===== src/hdl/pbseq_pkg.sv =====
// Constants and types shared by the push-button power sequencer.
// Assumes a single 100 MHz clock; all durations derive from it.
package pbseq_pkg;
  // ****************************************
  // Clock and time base
  // ****************************************
  localparam int CLK_HZ = 100_000_000;
  localparam int MS_PER_S = 1000;
  localparam int US_PER_S = 1_000_000;
  localparam int MS_CYCLES = CLK_HZ / MS_PER_S;
  localparam int TICK_W = 17;
  localparam int TMR_W = 11;
  localparam int EXT_W = 10;
  localparam int FILT_W = 12;

  // ****************************************
  // Durations, in their own units
  // ****************************************
  localparam int KILL_FILT_US = 30;
  localparam int KILL_FILT_CYC = (CLK_HZ / US_PER_S) * KILL_FILT_US;
  localparam logic [FILT_W-1:0] KILL_FILT_MAX = FILT_W'(KILL_FILT_CYC - 1);
  localparam logic [TMR_W-1:0] DB_BASE_MS = 11'h020;
  localparam logic [TMR_W-1:0] DB_OFFSET_MS = 11'h001;
  localparam logic [TMR_W-1:0] RELEASE_DB_MS = 11'h020;
  localparam logic [TMR_W-1:0] BLANK_MS = 11'h200;
  localparam logic [TMR_W-1:0] OFF_DELAY_MS = 11'h400;
  localparam logic [TMR_W-1:0] LOCKOUT_MS = 11'h100;
  localparam logic [TMR_W-1:0] TMR_MAX = 11'h7ff;

  // ****************************************
  // Sequencer states
  // ****************************************
  typedef enum logic [2:0] {
    ST_OFF_REL = 3'b000,
    ST_OFF_IDLE = 3'b001,
    ST_ON_BLANK = 3'b010,
    ST_ON_REL = 3'b011,
    ST_ON_RUN = 3'b100,
    ST_OFF_PEND = 3'b101,
    ST_LOCKOUT = 3'b110
  } pbseq_state_t;

  // Press debounce length in ms; zero extension means the bare base time
  function automatic logic [TMR_W-1:0] dbTarget(input logic [EXT_W-1:0] ext);
    dbTarget = (ext == '0) ? DB_BASE_MS : DB_BASE_MS + DB_OFFSET_MS + {1'b0, ext};
  endfunction : dbTarget
endpackage : pbseq_pkg


===== src/hdl/pbseq_kill_if.sv =====
// Carries the filtered shutdown-request level to the sequencer.
// Assumes both ends run on the sequencer clock.
`timescale 1ns/100ps
`default_nettype none
interface pbseq_kill_if;
  logic killLow;
  logic lowSeen;
  modport src (output killLow, output lowSeen);
  modport snk (input killLow);
endinterface : pbseq_kill_if
`default_nettype wire


===== src/hdl/pbseq_kill_filter.sv =====
// Synchroniser and low-pulse filter for the shutdown request pin.
// Assumes the pin is asynchronous to clk.
`timescale 1ns/100ps
`default_nettype none
module pbseq_kill_filter
  import pbseq_pkg::*;
(
  // Clock and reset
  input wire logic clk,
  input wire logic rst,
  // Pin
  input wire logic killInput,
  // Filtered level
  pbseq_kill_if.src kill
);
  logic meta_r;
  logic sync_r;
  logic [FILT_W-1:0] cnt_r;
  logic [FILT_W-1:0] cnt_nxt;
  logic low_r;
  logic low_nxt;

  always_comb begin
    cnt_nxt = cnt_r;
    low_nxt = low_r;
    if (sync_r) begin
      // Any high sample restarts the qualification
      cnt_nxt = '0;
      low_nxt = 1'b0;
    end else if (cnt_r == KILL_FILT_MAX) begin
      low_nxt = 1'b1;
    end else begin
      cnt_nxt = cnt_r + 1'b1;
    end
  end

  always_ff @(posedge clk or posedge rst) begin
    if (rst) begin
      meta_r <= 1'b1;
      sync_r <= 1'b1;
      cnt_r <= '0;
      low_r <= 1'b0;
    end else begin
      meta_r <= killInput;
      sync_r <= meta_r;
      cnt_r <= cnt_nxt;
      low_r <= low_nxt;
    end
  end

  assign kill.killLow = low_r;
  assign kill.lowSeen = !sync_r;

  // A fresh low never reaches the sequencer within 8 cycles of the fall
  filter_holds_a: assert property (@(posedge clk) disable iff (rst)
    $rose(!sync_r) |=> !low_r [*8]) else $error("kill filter passed a short low");
endmodule : pbseq_kill_filter
`default_nettype wire


===== src/hdl/pbseq_sequencer.sv =====
// Push-button power on/off sequencer with host shutdown handshake.
// Assumes button and shutdown pins are asynchronous; extensions are static straps.
// Contract
// Two variants differ only in enable output polarity.
// On and off debounce each take an independent extension setting.
// Without extension the button must stay low 32 ms.
// After turn-off press, enable releases within 1024 ms regardless of host.
// Host should pull shutdown request low before the 1024 ms expires.
// Debounce equals 32 ms plus 1 ms plus linear extension.
// Shutdown request low in normal running releases enable at once.
// Shutdown request lows shorter than 30 us are ignored.
// Enable goes open 30 us after shutdown request falls; the high-true variant pulls it low instead.
// Valid presses alternately turn enable on and off.
// Blank inputs 512 ms after turn-on; then release unless request high.
// Completed turn-off debounce pulls interrupt low and starts 1024 ms timer.
// Button returning high restarts the debounce timer.
// After enable release, ignore button for 256 ms.
// Reset leaves enable off, interrupt released, waiting for a press.
// Timers count a single 1 ms time base, wide enough for all durations.
`timescale 1ns/100ps
`default_nettype none
module pbseq_sequencer
  import pbseq_pkg::*;
#(
  parameter int TICK_CYCLES = MS_CYCLES,
  parameter bit ACTIVE_LOW = 1'b0
) (
  // Clock and reset
  input wire logic clk,
  input wire logic rst,
  // Push button and host pins
  input wire logic buttonInputN,
  input wire logic killInput,
  // Debounce extensions in ms
  input wire logic [EXT_W-1:0] turnOnExtension,
  input wire logic [EXT_W-1:0] turnOffExtension,
  // Open-drain enable
  output logic enableOut,
  output logic enableOe,
  // Open-drain power-down interrupt, low active
  output logic intOut,
  output logic intOe
);
  // ****************************************
  // Input synchronisers
  // ****************************************
  logic btnMeta_r;
  logic btnSync_r;
  pbseq_kill_if killBus ();

  pbseq_kill_filter u_kill (
    .clk(clk),
    .rst(rst),
    .killInput(killInput),
    .kill(killBus.src)
  );

  // ****************************************
  // Time base and sequence timer
  // ****************************************
  logic [TICK_W-1:0] tick_r;
  logic [TICK_W-1:0] tick_nxt;
  logic [TMR_W-1:0] tmr_r;
  logic [TMR_W-1:0] tmr_nxt;
  logic [TMR_W-1:0] target;
  logic msTick;
  logic clearTmr;
  logic restart;
  logic done;
  logic killLow;

  assign killLow = killBus.killLow;
  assign msTick = (tick_r == TICK_W'(TICK_CYCLES - 1));
  assign done = (tmr_r >= target);

  always_comb begin
    clearTmr = restart;
    tick_nxt = msTick ? '0 : tick_r + 1'b1;
    tmr_nxt = (msTick && tmr_r != TMR_MAX) ? tmr_r + 1'b1 : tmr_r;
    // Phase restart keeps each duration exact to the cycle
    if (clearTmr) begin
      tick_nxt = '0;
      tmr_nxt = '0;
    end
  end

  // ****************************************
  // Sequencer
  // ****************************************
  pbseq_state_t state_r;
  pbseq_state_t state_nxt;
  logic enOn;
  logic enableOe_nxt;
  logic intOe_nxt;

  always_comb begin
    state_nxt = state_r;
    restart = 1'b0;
    target = RELEASE_DB_MS;
    unique case (state_r)
      ST_OFF_REL: begin
        // Button must be seen released before a new press counts
        if (!btnSync_r) begin
          restart = 1'b1;
        end else if (done) begin
          state_nxt = ST_OFF_IDLE;
        end
      end
      ST_OFF_IDLE: begin
        target = dbTarget(turnOnExtension);
        if (btnSync_r) begin
          restart = 1'b1;
        end else if (done) begin
          state_nxt = ST_ON_BLANK;
        end
      end
      ST_ON_BLANK: begin
        target = BLANK_MS;
        if (done) begin
          state_nxt = killLow ? ST_LOCKOUT : ST_ON_REL;
        end
      end
      ST_ON_REL: begin
        if (killLow) begin
          state_nxt = ST_LOCKOUT;
        end else if (!btnSync_r) begin
          restart = 1'b1;
        end else if (done) begin
          state_nxt = ST_ON_RUN;
        end
      end
      ST_ON_RUN: begin
        target = dbTarget(turnOffExtension);
        if (killLow) begin
          state_nxt = ST_LOCKOUT;
        end else if (btnSync_r) begin
          restart = 1'b1;
        end else if (done) begin
          state_nxt = ST_OFF_PEND;
        end
      end
      ST_OFF_PEND: begin
        target = OFF_DELAY_MS;
        // Host releases early; the timer forces it otherwise
        if (killLow || done) begin
          state_nxt = ST_LOCKOUT;
        end
      end
      ST_LOCKOUT: begin
        target = LOCKOUT_MS;
        if (done) begin
          state_nxt = ST_OFF_REL;
        end
      end
      default: begin
        state_nxt = ST_OFF_REL;
      end
    endcase
    if (state_nxt != state_r) begin
      restart = 1'b1;
    end
  end

  always_comb begin
    enOn = (state_nxt == ST_ON_BLANK) || (state_nxt == ST_ON_REL) ||
      (state_nxt == ST_ON_RUN) || (state_nxt == ST_OFF_PEND);
    // High-true variant asserts by letting go; low-true by pulling down
    enableOe_nxt = ~(enOn ^ ACTIVE_LOW);
    intOe_nxt = (state_nxt == ST_OFF_PEND);
  end

  always_ff @(posedge clk or posedge rst) begin
    if (rst) begin
      btnMeta_r <= 1'b1;
      btnSync_r <= 1'b1;
      tick_r <= '0;
      tmr_r <= '0;
      state_r <= ST_OFF_REL;
      enableOe <= ~ACTIVE_LOW;
      enableOut <= 1'b0;
      intOe <= 1'b0;
      intOut <= 1'b0;
    end else begin
      btnMeta_r <= buttonInputN;
      btnSync_r <= btnMeta_r;
      tick_r <= tick_nxt;
      tmr_r <= tmr_nxt;
      state_r <= state_nxt;
      enableOe <= enableOe_nxt;
      enableOut <= 1'b0;
      intOe <= intOe_nxt;
      intOut <= 1'b0;
    end
  end

  // ****************************************
  // Checks
  // ****************************************
  logic onNow;
  assign onNow = (enableOe == ACTIVE_LOW);

  kill_release_a: assert property (@(posedge clk) disable iff (rst)
    state_r == ST_ON_RUN && killLow |=> state_r == ST_LOCKOUT ##1 !onNow)
    else $error("kill did not release enable");
  blank_ignore_a: assert property (@(posedge clk) disable iff (rst)
    state_r == ST_ON_BLANK && !done |=> state_r == ST_ON_BLANK && onNow)
    else $error("blanking left early");
  int_pend_a: assert property (@(posedge clk) disable iff (rst)
    intOe == (state_r == ST_OFF_PEND)) else $error("interrupt out of step");
  forced_off_a: assert property (@(posedge clk) disable iff (rst)
    state_r == ST_OFF_PEND && tmr_r == OFF_DELAY_MS |=> !onNow && state_r == ST_LOCKOUT)
    else $error("forced turn-off missed");
  db_restart_a: assert property (@(posedge clk) disable iff (rst)
    (state_r == ST_OFF_IDLE || state_r == ST_ON_RUN) && btnSync_r |=> tmr_r == '0 && tick_r == '0)
    else $error("debounce not restarted");
  lockout_hold_a: assert property (@(posedge clk) disable iff (rst)
    state_r == ST_LOCKOUT |=> (state_r == ST_LOCKOUT || state_r == ST_OFF_REL) && !onNow)
    else $error("button accepted in lockout");
  press_on_a: assert property (@(posedge clk) disable iff (rst)
    state_r == ST_OFF_IDLE && !btnSync_r && done |=> state_r == ST_ON_BLANK && onNow)
    else $error("press did not turn on");
  db_length_a: assert property (@(posedge clk) disable iff (rst)
    state_r == ST_OFF_IDLE && turnOnExtension == '0 |-> target == DB_BASE_MS)
    else $error("base debounce wrong");
  tick_step_a: assert property (@(posedge clk) disable iff (rst)
    !restart && !msTick |=> $stable(tmr_r)) else $error("timer moved off tick");

  powered_on_c: cover property (@(posedge clk) disable iff (rst) state_r == ST_ON_RUN);
  forced_off_c: cover property (@(posedge clk) disable iff (rst) state_r == ST_OFF_PEND && done);
  aborted_on_c: cover property (@(posedge clk) disable iff (rst)
    state_r == ST_ON_BLANK && done && killLow);
  host_off_c: cover property (@(posedge clk) disable iff (rst) state_r == ST_OFF_PEND && killLow);
  // Host line dipped while running but not yet qualified
  glitch_seen_c: cover property (@(posedge clk) disable iff (rst)
    state_r == ST_ON_RUN && killBus.lowSeen && !killLow);
endmodule : pbseq_sequencer
`default_nettype wire


===== config.mk =====
export PLATFORM = sky130hd
export DESIGN_NAME = pbseq_sequencer
export DESIGN_NICKNAME = d
export VERILOG_FILES = /design/src/hdl/pbseq_pkg.sv /design/src/hdl/pbseq_kill_if.sv /design/src/hdl/pbseq_kill_filter.sv /design/src/hdl/pbseq_sequencer.sv
export SDC_FILE = /design/constraint.sdc
export NUM_CORES = 1
export LEC_CHECK = 0
export BUFFER_PORTS_ARGS = -buffer_cell sky130_fd_sc_hd__buf_2
export CAP_MARGIN = 20
export CORE_AREA = 2 2 93 86
export CTS_BUF_LIST = sky130_fd_sc_hd__clkbuf_8
export DETAILED_ROUTE_END_ITERATION = 7
export DIE_AREA = 0 0 95 88
export GPL_TIMING_DRIVEN = 0
export PLACE_DENSITY_LB_ADDON = 0.05
export SLEW_MARGIN = 30
export SYNTH_ARGS = -nofsm -noshare
export SYNTH_HDL_FRONTEND = slang
export SYNTH_SLANG_ARGS = --single-unit

===== constraint.sdc =====
create_clock -name clk -period 3.1 [get_ports clk]
set_input_delay 0.62 -clock clk [delete_from_list [all_inputs] [get_ports clk]]
set_output_delay 0.62 -clock clk [all_outputs]
set_load 0.03 [all_outputs]

==> results.txt, run 1 <==
----------------------------------------------------
[Critical path]
  RR Endpoint ... state_r[0]
  Critical path capture point type ... register
  Max incr delay on CP ... around 0.54 ns
  Largest fanout on the critical path ... 10
  Most common cell on crit path ... buf_4
  Buffers plus inverters on the worst setup path ... 4
  Crit-path leading delay family ... simple AND/OR/NAND/NOR gates
  Arrival time at the worst endpoint ... 3.43 ns
  Critical path launch point type ... primary input
  Data required time at the worst endpoint ... about 3.3 ns
  Critical register-to-register path startpoint ... state_r[1]
  Worst R2R Setup Slack ... 0.01 ns
  Instance count on the critical path ... 15
  Crit-path slowest cell ... or4_4
  Critical Path, Cell by Cell ... buf_4 > or4_4 > nor3_4 > a311oi_4 > buf_4 > a22o_1 > ha_1 > nor2b_2 > o21ai_2 > a21oi_2 > buf_6 > o311ai_4 > or2_4 > buf_8 > nor2_1
  Critical path endpoint ... tick_r[10]
  Critical path origin ... turnOnExtension[6]
  Register-to-Register Path Depth ... 11
  Type of the worst setup path ... primary input to register

[Synth]
  Simple-gate share of the synthesized area ... 0.2340
  Post-synth ARST share ... 1.000
  Count of unique library cells instantiated by Yosys ... 55
  Area contributors post-synth ... dfrtp_1 (35%), xor2_1 (9.0%), ha_1 (7.0%), nor2_1 (6.7%), dfstp_2 (4.1%)
  Number of warning messages in the yosys log ... 0
  Main flop type after synthesis ... dfrtp_1
  Post-Synth XOR/XNOR Area ... 0.1281
  Synth Area in Compound Gates ... 0.1164
  Number of flops mapped to enable cells by yosys ... 0
  Area leader, netlist ... dfrtp_1
  Post-synthesis adder-cell area fraction ... 0.07321
  Number of standard cells after synthesis ... 352
  Portion of the post-synthesis area used by sequential elements ... 0.3914
  Post-synthesis area per instance ... 9.128 sq um
  Most numerous cell types in the synthesized netlist ... nor2_1 (57), dfrtp_1 (45), xor2_1 (33), nand2_1 (21)
  Area share of the largest cell type after synthesis ... 0.3505
  Synthesized cell area ... between 3000 and 4000 sq um
  Mux share of post-synthesis cell area ... 0.01947
  Largest family of logic cells by synthesized area ... simple AND/OR/NAND/NOR gates
  Flip-flop and latch count after synthesis ... 50
  Cell with the most instances after synthesis ... nor2_1

[STA]
  Number of endpoints with negative hold slack in the final report ... 0
  Actual transition at the worst max-transition pin ... 0.6181 ns
  Final-report setup violation count ... 17
  PnR worst setup slack ... -0.09983 ns
  Accumulated negative setup slack ... -1.387 ns
  Maximum achievable frequency ... 312.5 MHz
  Pins Over Slew Limit ... 0
  Final setup skew ... 0.01041 ns
  Worst max-slew margin expressed relative to the limit ... 0.5879
  Final worst-path cycle share ... 1.032
  Setup repair after global routing missed its margin ... yes
  Time the worst path needs with I/O delays and setup ... roughly 3.2 ns

[GRT]
  Number of antenna violations at the first check in global routing ... 0
  Global-route wire length before repair ... 11940 um
  Global routing usage summed across all routing layers ... 0.1811
  Via count of the first global-routing pass ... around 2500
  Global route total overflow ... 0
  Pin count of the biggest net entering global routing ... 51

[Clocking]
  Count of H-tree levels built during CTS ... 2
  Total number of clock tree sinks ... 50
  Worst-skew pair later-pin latency ... 0.30 ns
  Clock-pin slew reported for the worst setup and hold paths after clock tree synthesis ... 0.09 ns
  CTS tree ... built
  Total clock buffers created by CTS ... 5
  Clock root buffer ... clkbuf_8
  Maximum number of buffers from clock root to sink ... 2

[Cells and area]
  Final std cells w/o fill ... 493
  Fraction of final layout cells with drive strength greater than 1 ... 0.2544
  Final-stage net count ... roughly 440
  Area used by multi-input combinational logic ... 2022 sq um
  Antenna diode instance count ... 0
  Core Util, Final ... 0.5276
  Growth of design area from synthesis to finish ... 21.42%
  Sequential cell area ... 1259 sq um
  Number of fillers in the final layout ... 699

[Routing]
  Initial DRT Pass Iterations ... 4
  DRC Markers ... 0
  Average vias per placed instance ... 5.284
  Count of routing violations after the opening detailed-route iteration ... 163
  Total wire length after detailed routing ... 7174 um
  Via total after detailed routing ... 2605
  Routed len/inst ... 14.55 um
  Remaining antenna violation count after routing ... 0

[Job]
  # Max-Cap Violations ... 0

[Power]
  Max VDD drop ... 0.0002384 V
  LEAKAGE ... 0.001716 uW
  Pwr dens ... 307.7 nW/um^2
  Total power of the final layout ... between 1000 and 1500 uW

[Die]
  Die ar. ... 8360 sq um
  Vertical extent of the die ... 88 um
  Rows ... 30
  I/O pins ... 28
  Starting utilization of the core area ... 0.4345
  Core region area ... roughly 7400 sq um
  Horizontal extent of the die ... 95 um

[Placed design]
  Placed Cells incl. Taps ... around 470
  Final estimated routing congestion in global placement ... 0.8297
  Number of buffers added on ports ... 24
  Sum of net half-perimeters after detailed placement ... roughly 5000 um
  DP Worst Slack ... -0.7753 ns

[Run status]
  Status ... finished with violations
  Violated checks ... negative setup slack

[Min path]
  Classification of the worst-slack hold path ... register to register

----------------------------------------------------
-- per-stage QoR --
stage / hold WS, ns / instance area (sq um)
finish: 0.3596 / 3901
global route: 0.3640 / 3901
CTS: 0.3613 / 3805
detailed placement: 0.3472 / 3517
global placement: 0.3460 / 3515
floorplan: 0.3452 / 3274
-- flip-flops by register name (all words and copies together), names as in the netlist --
| signal | cells |
|---|---|
| u_kill.meta_r | 1 |
| btnSync_r | 1 |
| u_kill.cnt_r | 12 |
| tick_r | 17 |
| intOe | 1 |
| state_r | 3 |
| enableOe | 1 |
| u_kill.sync_r | 1 |
| u_kill.kill.killLow | 1 |
| btnMeta_r | 1 |
| tmr_r | 11 |
-- layout by cell type, fill, tap and decap left out, drive strengths merged, types with 12 or more instances in the layout --
master	Yosys	routed
nand3	18	18
dfrtp	45	45
xor2	33	33
nand4	12	12
nand2	22	22
clkbuf	9	14
buf	7	44
a21oi	13	13
ha	18	18
xnor2	14	14
nor2	57	57
-- report_power, final --
part / internal (uW) / switching, uW / total, uW
logic: 54.2 / 78.4 / 133
registers: 663 / 7.37 / 670
clock network: 180 / 218 / 398
total: 897 / 304 / 1200
-- timing repair --
item                       CTS  global route
hold endpoints to repair     0             0
cloned                       1             0
setup endpoints to repair   33            33
pin swaps                   16            11
hold buffers                 0             0
buffers inserted             9             5
gates resized for setup     30            17
-- cell families (layout without fill, tap and decap cells) --
kind of cell	Yosys count	in the layout
AOI/OAI and AO/OA	54	54
xor gates and xnor gates	47	47
adders and majority gates	19	19
buffers and inverters	26	70
DFF	50	50
muxes	6	6
other	1	2
and+or+nand+nor	149	149
-- how the worst min path moves through the flow --
stage,startpoint,endpoint,slack [ns],cells past startpoint
4_1_cts,btnMeta_r,btnSync_r,0.36,0
5_1_grt,u_kill.meta_r,u_kill.sync_r,0.36,0
3_5_place_dp,u_kill.meta_r,u_kill.sync_r,0.35,0
6_report,btnMeta_r,btnSync_r,0.36,0
2_1_floorplan,btnMeta_r,btnSync_r,0.35,0
3_3_place_gp,u_kill.meta_r,u_kill.sync_r,0.35,0
-- final cells by class --
class                      count  area share
clock buffer                   6     0.02117
sequential                    50      0.3226
inverter                      10     0.01026
buffer                        14     0.02662
clock inverter                 2    0.003207
tap                           96     0.03079
multi-input combinational    277      0.5183
timing repair buffer          38     0.06703
-- routing by layer --
metal  vias up  part of all wire  GRT usage  wire [um]
li1       1333                 -          -          -
met1      1236              0.52     0.2743       3710
met2        32              0.45     0.2727       3223
met3         4             0.027    0.02926        192
met4         0            0.0067    0.03821         48
met5         -                 0          0          0
No activity file was read; power rests on OpenSTA's default activity.
==> run 2: changes to the inputs <==
ABC_AREA = 1   (was not set)
CORE_AREA = 2 2 100 93   (was 2 2 93 86)
DIE_AREA = 0 0 102 95   (was 0 0 95 88)
==> run 2 against run 1 <==
The flow still finishes with violations (negative setup slack). Setup slack worse by 0.26 ns. Synthesized cell count increased by 43%. Maximum frequency down 7.6%. Routed wire length increased by 21%. Synthesized area is 18% higher. Core utilization rose by 3.4 points. Critical path type unchanged. Critical endpoint is now tick_r[5]. Largest power group unchanged.
==> results.txt, run 2 <==
----------------------------------------------------
[STA]
  Final-report setup violation count ... 31 (+14)
  PnR worst setup slack ... -0.3646 ns (-0.2647 ns)
  Final worst-path cycle share ... 1.118 (+0.08539)
  Accumulated negative setup slack ... -9.790 ns (-8.403 ns)
  Maximum achievable frequency ... 288.6 MHz (-7.6%)
  Worst max-slew margin expressed relative to the limit ... 0.5966 (+0.008682)
  Pins Over Slew Limit ... 0 (unchanged)
  Number of endpoints with negative hold slack in the final report ... 0 (unchanged)
  Final setup skew ... 0.007523 ns (-0.002882 ns)
  Setup repair after global routing missed its margin ... yes
  Actual transition at the worst max-transition pin ... 0.6051 ns (-0.01302 ns)
  Time the worst path needs with I/O delays and setup ... 3.465 ns (+0.2647 ns)
  Fin Hold WS ... 0.3586 ns (-0.0009300 ns)

[Min path]
  Worst Hold Depth ... 0 (unchanged)
  Hold path start ... u_kill.meta_r
  Classification of the worst-slack hold path ... register to register
  Hold Path Sink ... u_kill.sync_r

[Critical path]
  Crit-path slowest cell ... o41ai_4
  Max incr delay on CP ... 0.38 ns (-0.16 ns)
  Critical path launch point type ... primary input
  Register-to-Register Path Depth ... 28 (+17)
  Most common cell on crit path ... nand2_2
  Type of the worst setup path ... primary input to register
  RR Endpoint ... tick_r[5]
  Critical path capture point type ... register
  Largest fanout on the critical path ... 10 (unchanged)
  Data required time at the worst endpoint ... 3.32 ns (about the same)
  Worst R2R Setup Slack ... -0.32 ns (-0.33 ns)
  Critical register-to-register path startpoint ... state_r[2]
  Crit-path leading delay family ... simple AND/OR/NAND/NOR gates
  Buffers plus inverters on the worst setup path ... 7 (+3)
  Arrival time at the worst endpoint ... 3.68 ns (+0.25 ns)

[Cells and area]
  Largest registers ... tick_r: 17 flops, u_kill.cnt_r: 12 flops, tmr_r: 11 flops
  Number of flip-flops under the largest register name ... 17 (unchanged)
  Number of fillers in the final layout ... 818 (+17%)
  Final std cells w/o fill ... 689 (+40%)
  Final-stage net count ... 608 (+39%)
  Area used by multi-input combinational logic ... 2485 sq um (+23%)
  Antenna diode instance count ... 0 (unchanged)
  Core Util, Final ... 0.5613 (+0.03374)
  Most common cell after layout, fill and taps aside ... nand2_1
  Register containing the most flip-flops in the final layout ... tick_r
  Growth of design area from synthesis to finish ... 29.65%
  Fraction of final layout cells with drive strength greater than 1 ... 0.3122 (+0.05776)
  Sequential cell area ... 1259 sq um (unchanged)
  Leading cell types in the layout, fill and taps excluded ... nand2_1 (79), inv_1 (78), dfrtp_1 (44)

[Clocking]
  Maximum number of buffers from clock root to sink ... 2 (unchanged)
  CTS tree ... built
  Clock-pin slew reported for the worst setup and hold paths after clock tree synthesis ... 0.08 ns (about the same)
  Count of H-tree levels built during CTS ... 2 (unchanged)
  Clock root buffer ... clkbuf_8
  Total clock buffers created by CTS ... 5 (unchanged)
  CTS Hold Buffers Added ... 0 (unchanged)
  Total number of clock tree sinks ... 50 (unchanged)
  Worst-skew pair later-pin latency ... 0.30 ns (about the same)

[Power]
  Pwr dens ... 262.8 nW/um^2 (-15%)
  Max VDD drop ... 0.0002132 V (-11%)
  LEAKAGE ... 0.002107 uW (+23%)

[Die]
  I/O pins ... 28 (unchanged)
  Horizontal extent of the die ... 102 um (+7.4%)
  Die ar. ... 9690 sq um (+16%)
  Core region area ... 8753 sq um (+18%)
  Rows ... 33 (+10%)
  Starting utilization of the core area ... 0.4330 (-0.001556)
  Vertical extent of the die ... 95 um (+8.0%)

[Routing]
  Routed len/inst ... 12.59 um (-13%)
  Average vias per placed instance ... 4.959 (-6.1%)
  Remaining antenna violation count after routing ... 0 (unchanged)
  Via total after detailed routing ... 3417 (+31%)
  Total wire length after detailed routing ... 8674 um (+21%)
  DRC Markers ... 0 (unchanged)
  Count of routing violations after the opening detailed-route iteration ... 110 (-33%)
  Initial DRT Pass Iterations ... 4 (unchanged)

[Synth]
  Synthesized cell area ... 3790 sq um (+18%)
  Area leader, netlist ... dfrtp_1
  Most numerous cell types in the synthesized netlist ... nand2_1 (89), inv_1 (81), dfrtp_1 (45), nor2_1 (45), nand3_1 (33)
  Cell with the most instances after synthesis ... nand2_1
  Number of standard cells after synthesis ... 504 (+43%)
  Number of flops mapped to enable cells by yosys ... 0 (unchanged)
  Count of unique library cells instantiated by Yosys ... 42 (-24%)
  Post-synth ARST share ... 1.000 (unchanged)
  Number of warning messages in the yosys log ... 0 (unchanged)
  Area share of the largest cell type after synthesis ... 0.2971 (-0.05334)
  Portion of the post-synthesis area used by sequential elements ... 0.3318 (-0.05956)
  Post-synthesis area per instance ... 7.520 sq um (-18%)
  Flip-flop and latch count after synthesis ... 50 (unchanged)
  Main flop type after synthesis ... dfrtp_1
  Area contributors post-synth ... dfrtp_1 (30%), nand2_1 (8.8%), inv_1 (8.0%), ha_1 (5.9%), nor3_2 (4.8%)

[Placed design]
  Final estimated routing congestion in global placement ... 0.8598 (+3.6%)
  Sum of net half-perimeters after detailed placement ... 6197 um (+24%)
  Placed Cells incl. Taps ... 652 (+38%)
  Number of buffers added on ports ... 25 (+4.2%)

[GRT]
  Via count of the first global-routing pass ... 3243 (+32%)
  Global routing usage summed across all routing layers ... 0.1887 (+0.007544)
  Global-route wire length before repair ... 14670 um (+23%)
  Pin count of the biggest net entering global routing ... 51 (unchanged)
  Global route total overflow ... 0 (unchanged)
  Number of antenna violations at the first check in global routing ... 0 (unchanged)

[Run status]
  Status ... finished with violations
  Violated checks ... negative setup slack

[Job]
  # Max-Cap Violations ... 0 (unchanged)

----------------------------------------------------
==> run 2: cell types whose count changed after synthesis, moves of 15 or more <==
cell,before,now
inv_1,10,81
nand2_1,21,89
nand3_1,18,33
nor3_2,0,18
xor2_1,33,17
==> run 2: cell families (layout without fill, tap and decap cells) <==
| logic type | count (synthesis) | in the layout | share of synthesized area |
|---|---|---|---|
| AOI/OAI and AO/OA | 57 | 57 | 0.08782 |
| xor gates and xnor gates | 22 | 22 | 0.05084 |
| adders and majority gates | 18 | 18 | 0.05943 |
| buffers and inverters | 97 | 159 | 0.1099 |
| DFF | 50 | 50 | 0.3318 |
| other | 1 | 2 | 0.0009895 |
| and+or+nand+nor | 259 | 259 | 0.3592 |
==> run 2: power breakdown <==
group	total [uW]	leakage, uW	switching (uW)	internal [uW]
registers	671	0.000675	8.17	663
logic	155	0.00137	92.1	62.8
clock network	465	0.0000626	206	260
total	1290	0.00211	306	986
==> run 2: repair_timing <==
item                                    4_1_cts  5_1_grt
endpoints found under the setup margin       33       33
resized for setup                            59       34
setup buffers                                22        5
cloned                                        2        0
hold endpoints to repair                      0        0
pin swaps                                    14       27
==> run 2: layout make-up <==
cell class                      instances  area share
Buffer                                  7     0.02063
Clock buffer                            6     0.01681
Clock inverter                          2    0.006875
Inverter                               90     0.06926
Multi-Input combinational cell        358      0.5057
Sequential cell                        50      0.2562
Tap cell                              122     0.03107
Timing Repair Buffer                   54     0.09346
==> run 2: metrics by stage <==
step                setup WS (ns)  cell area, sq um  total power [uW]
CTS                       -0.3508              4727              1304
finish                    -0.3646              4913              1291
floorplan                 -0.1331              3846             757.4
detailed placement        -0.9984              4126             799.5
global route              -0.6581              4913              1360
global placement          -0.9570              4124             797.0
==> run 2: worst max path at each step <==
stage                                    from          to  slack [ns]  cells past startpoint
final                     turnOffExtension[8]   tick_r[5]       -0.36                     26
after global routing      turnOffExtension[0]   tick_r[9]       -0.66                     28
after CTS                  turnOnExtension[0]  tick_r[10]       -0.35                     25
after detailed placement   turnOnExtension[0]  tick_r[11]        -1.0                     20
after global placement     turnOnExtension[0]  tick_r[11]       -0.96                     20
after floorplan            turnOnExtension[0]   tick_r[0]       -0.13                     26
==> run 2: layer usage <==
layer | vias up | routed length (um) | global-route usage
li1 | 1767 | - | -
met1 | 1598 | 4057 | 0.2492
met2 | 42 | 4295 | 0.3174
met3 | 10 | 187 | 0.02369
met4 | 0 | 134 | 0.06778
met5 | - | 0 | 0
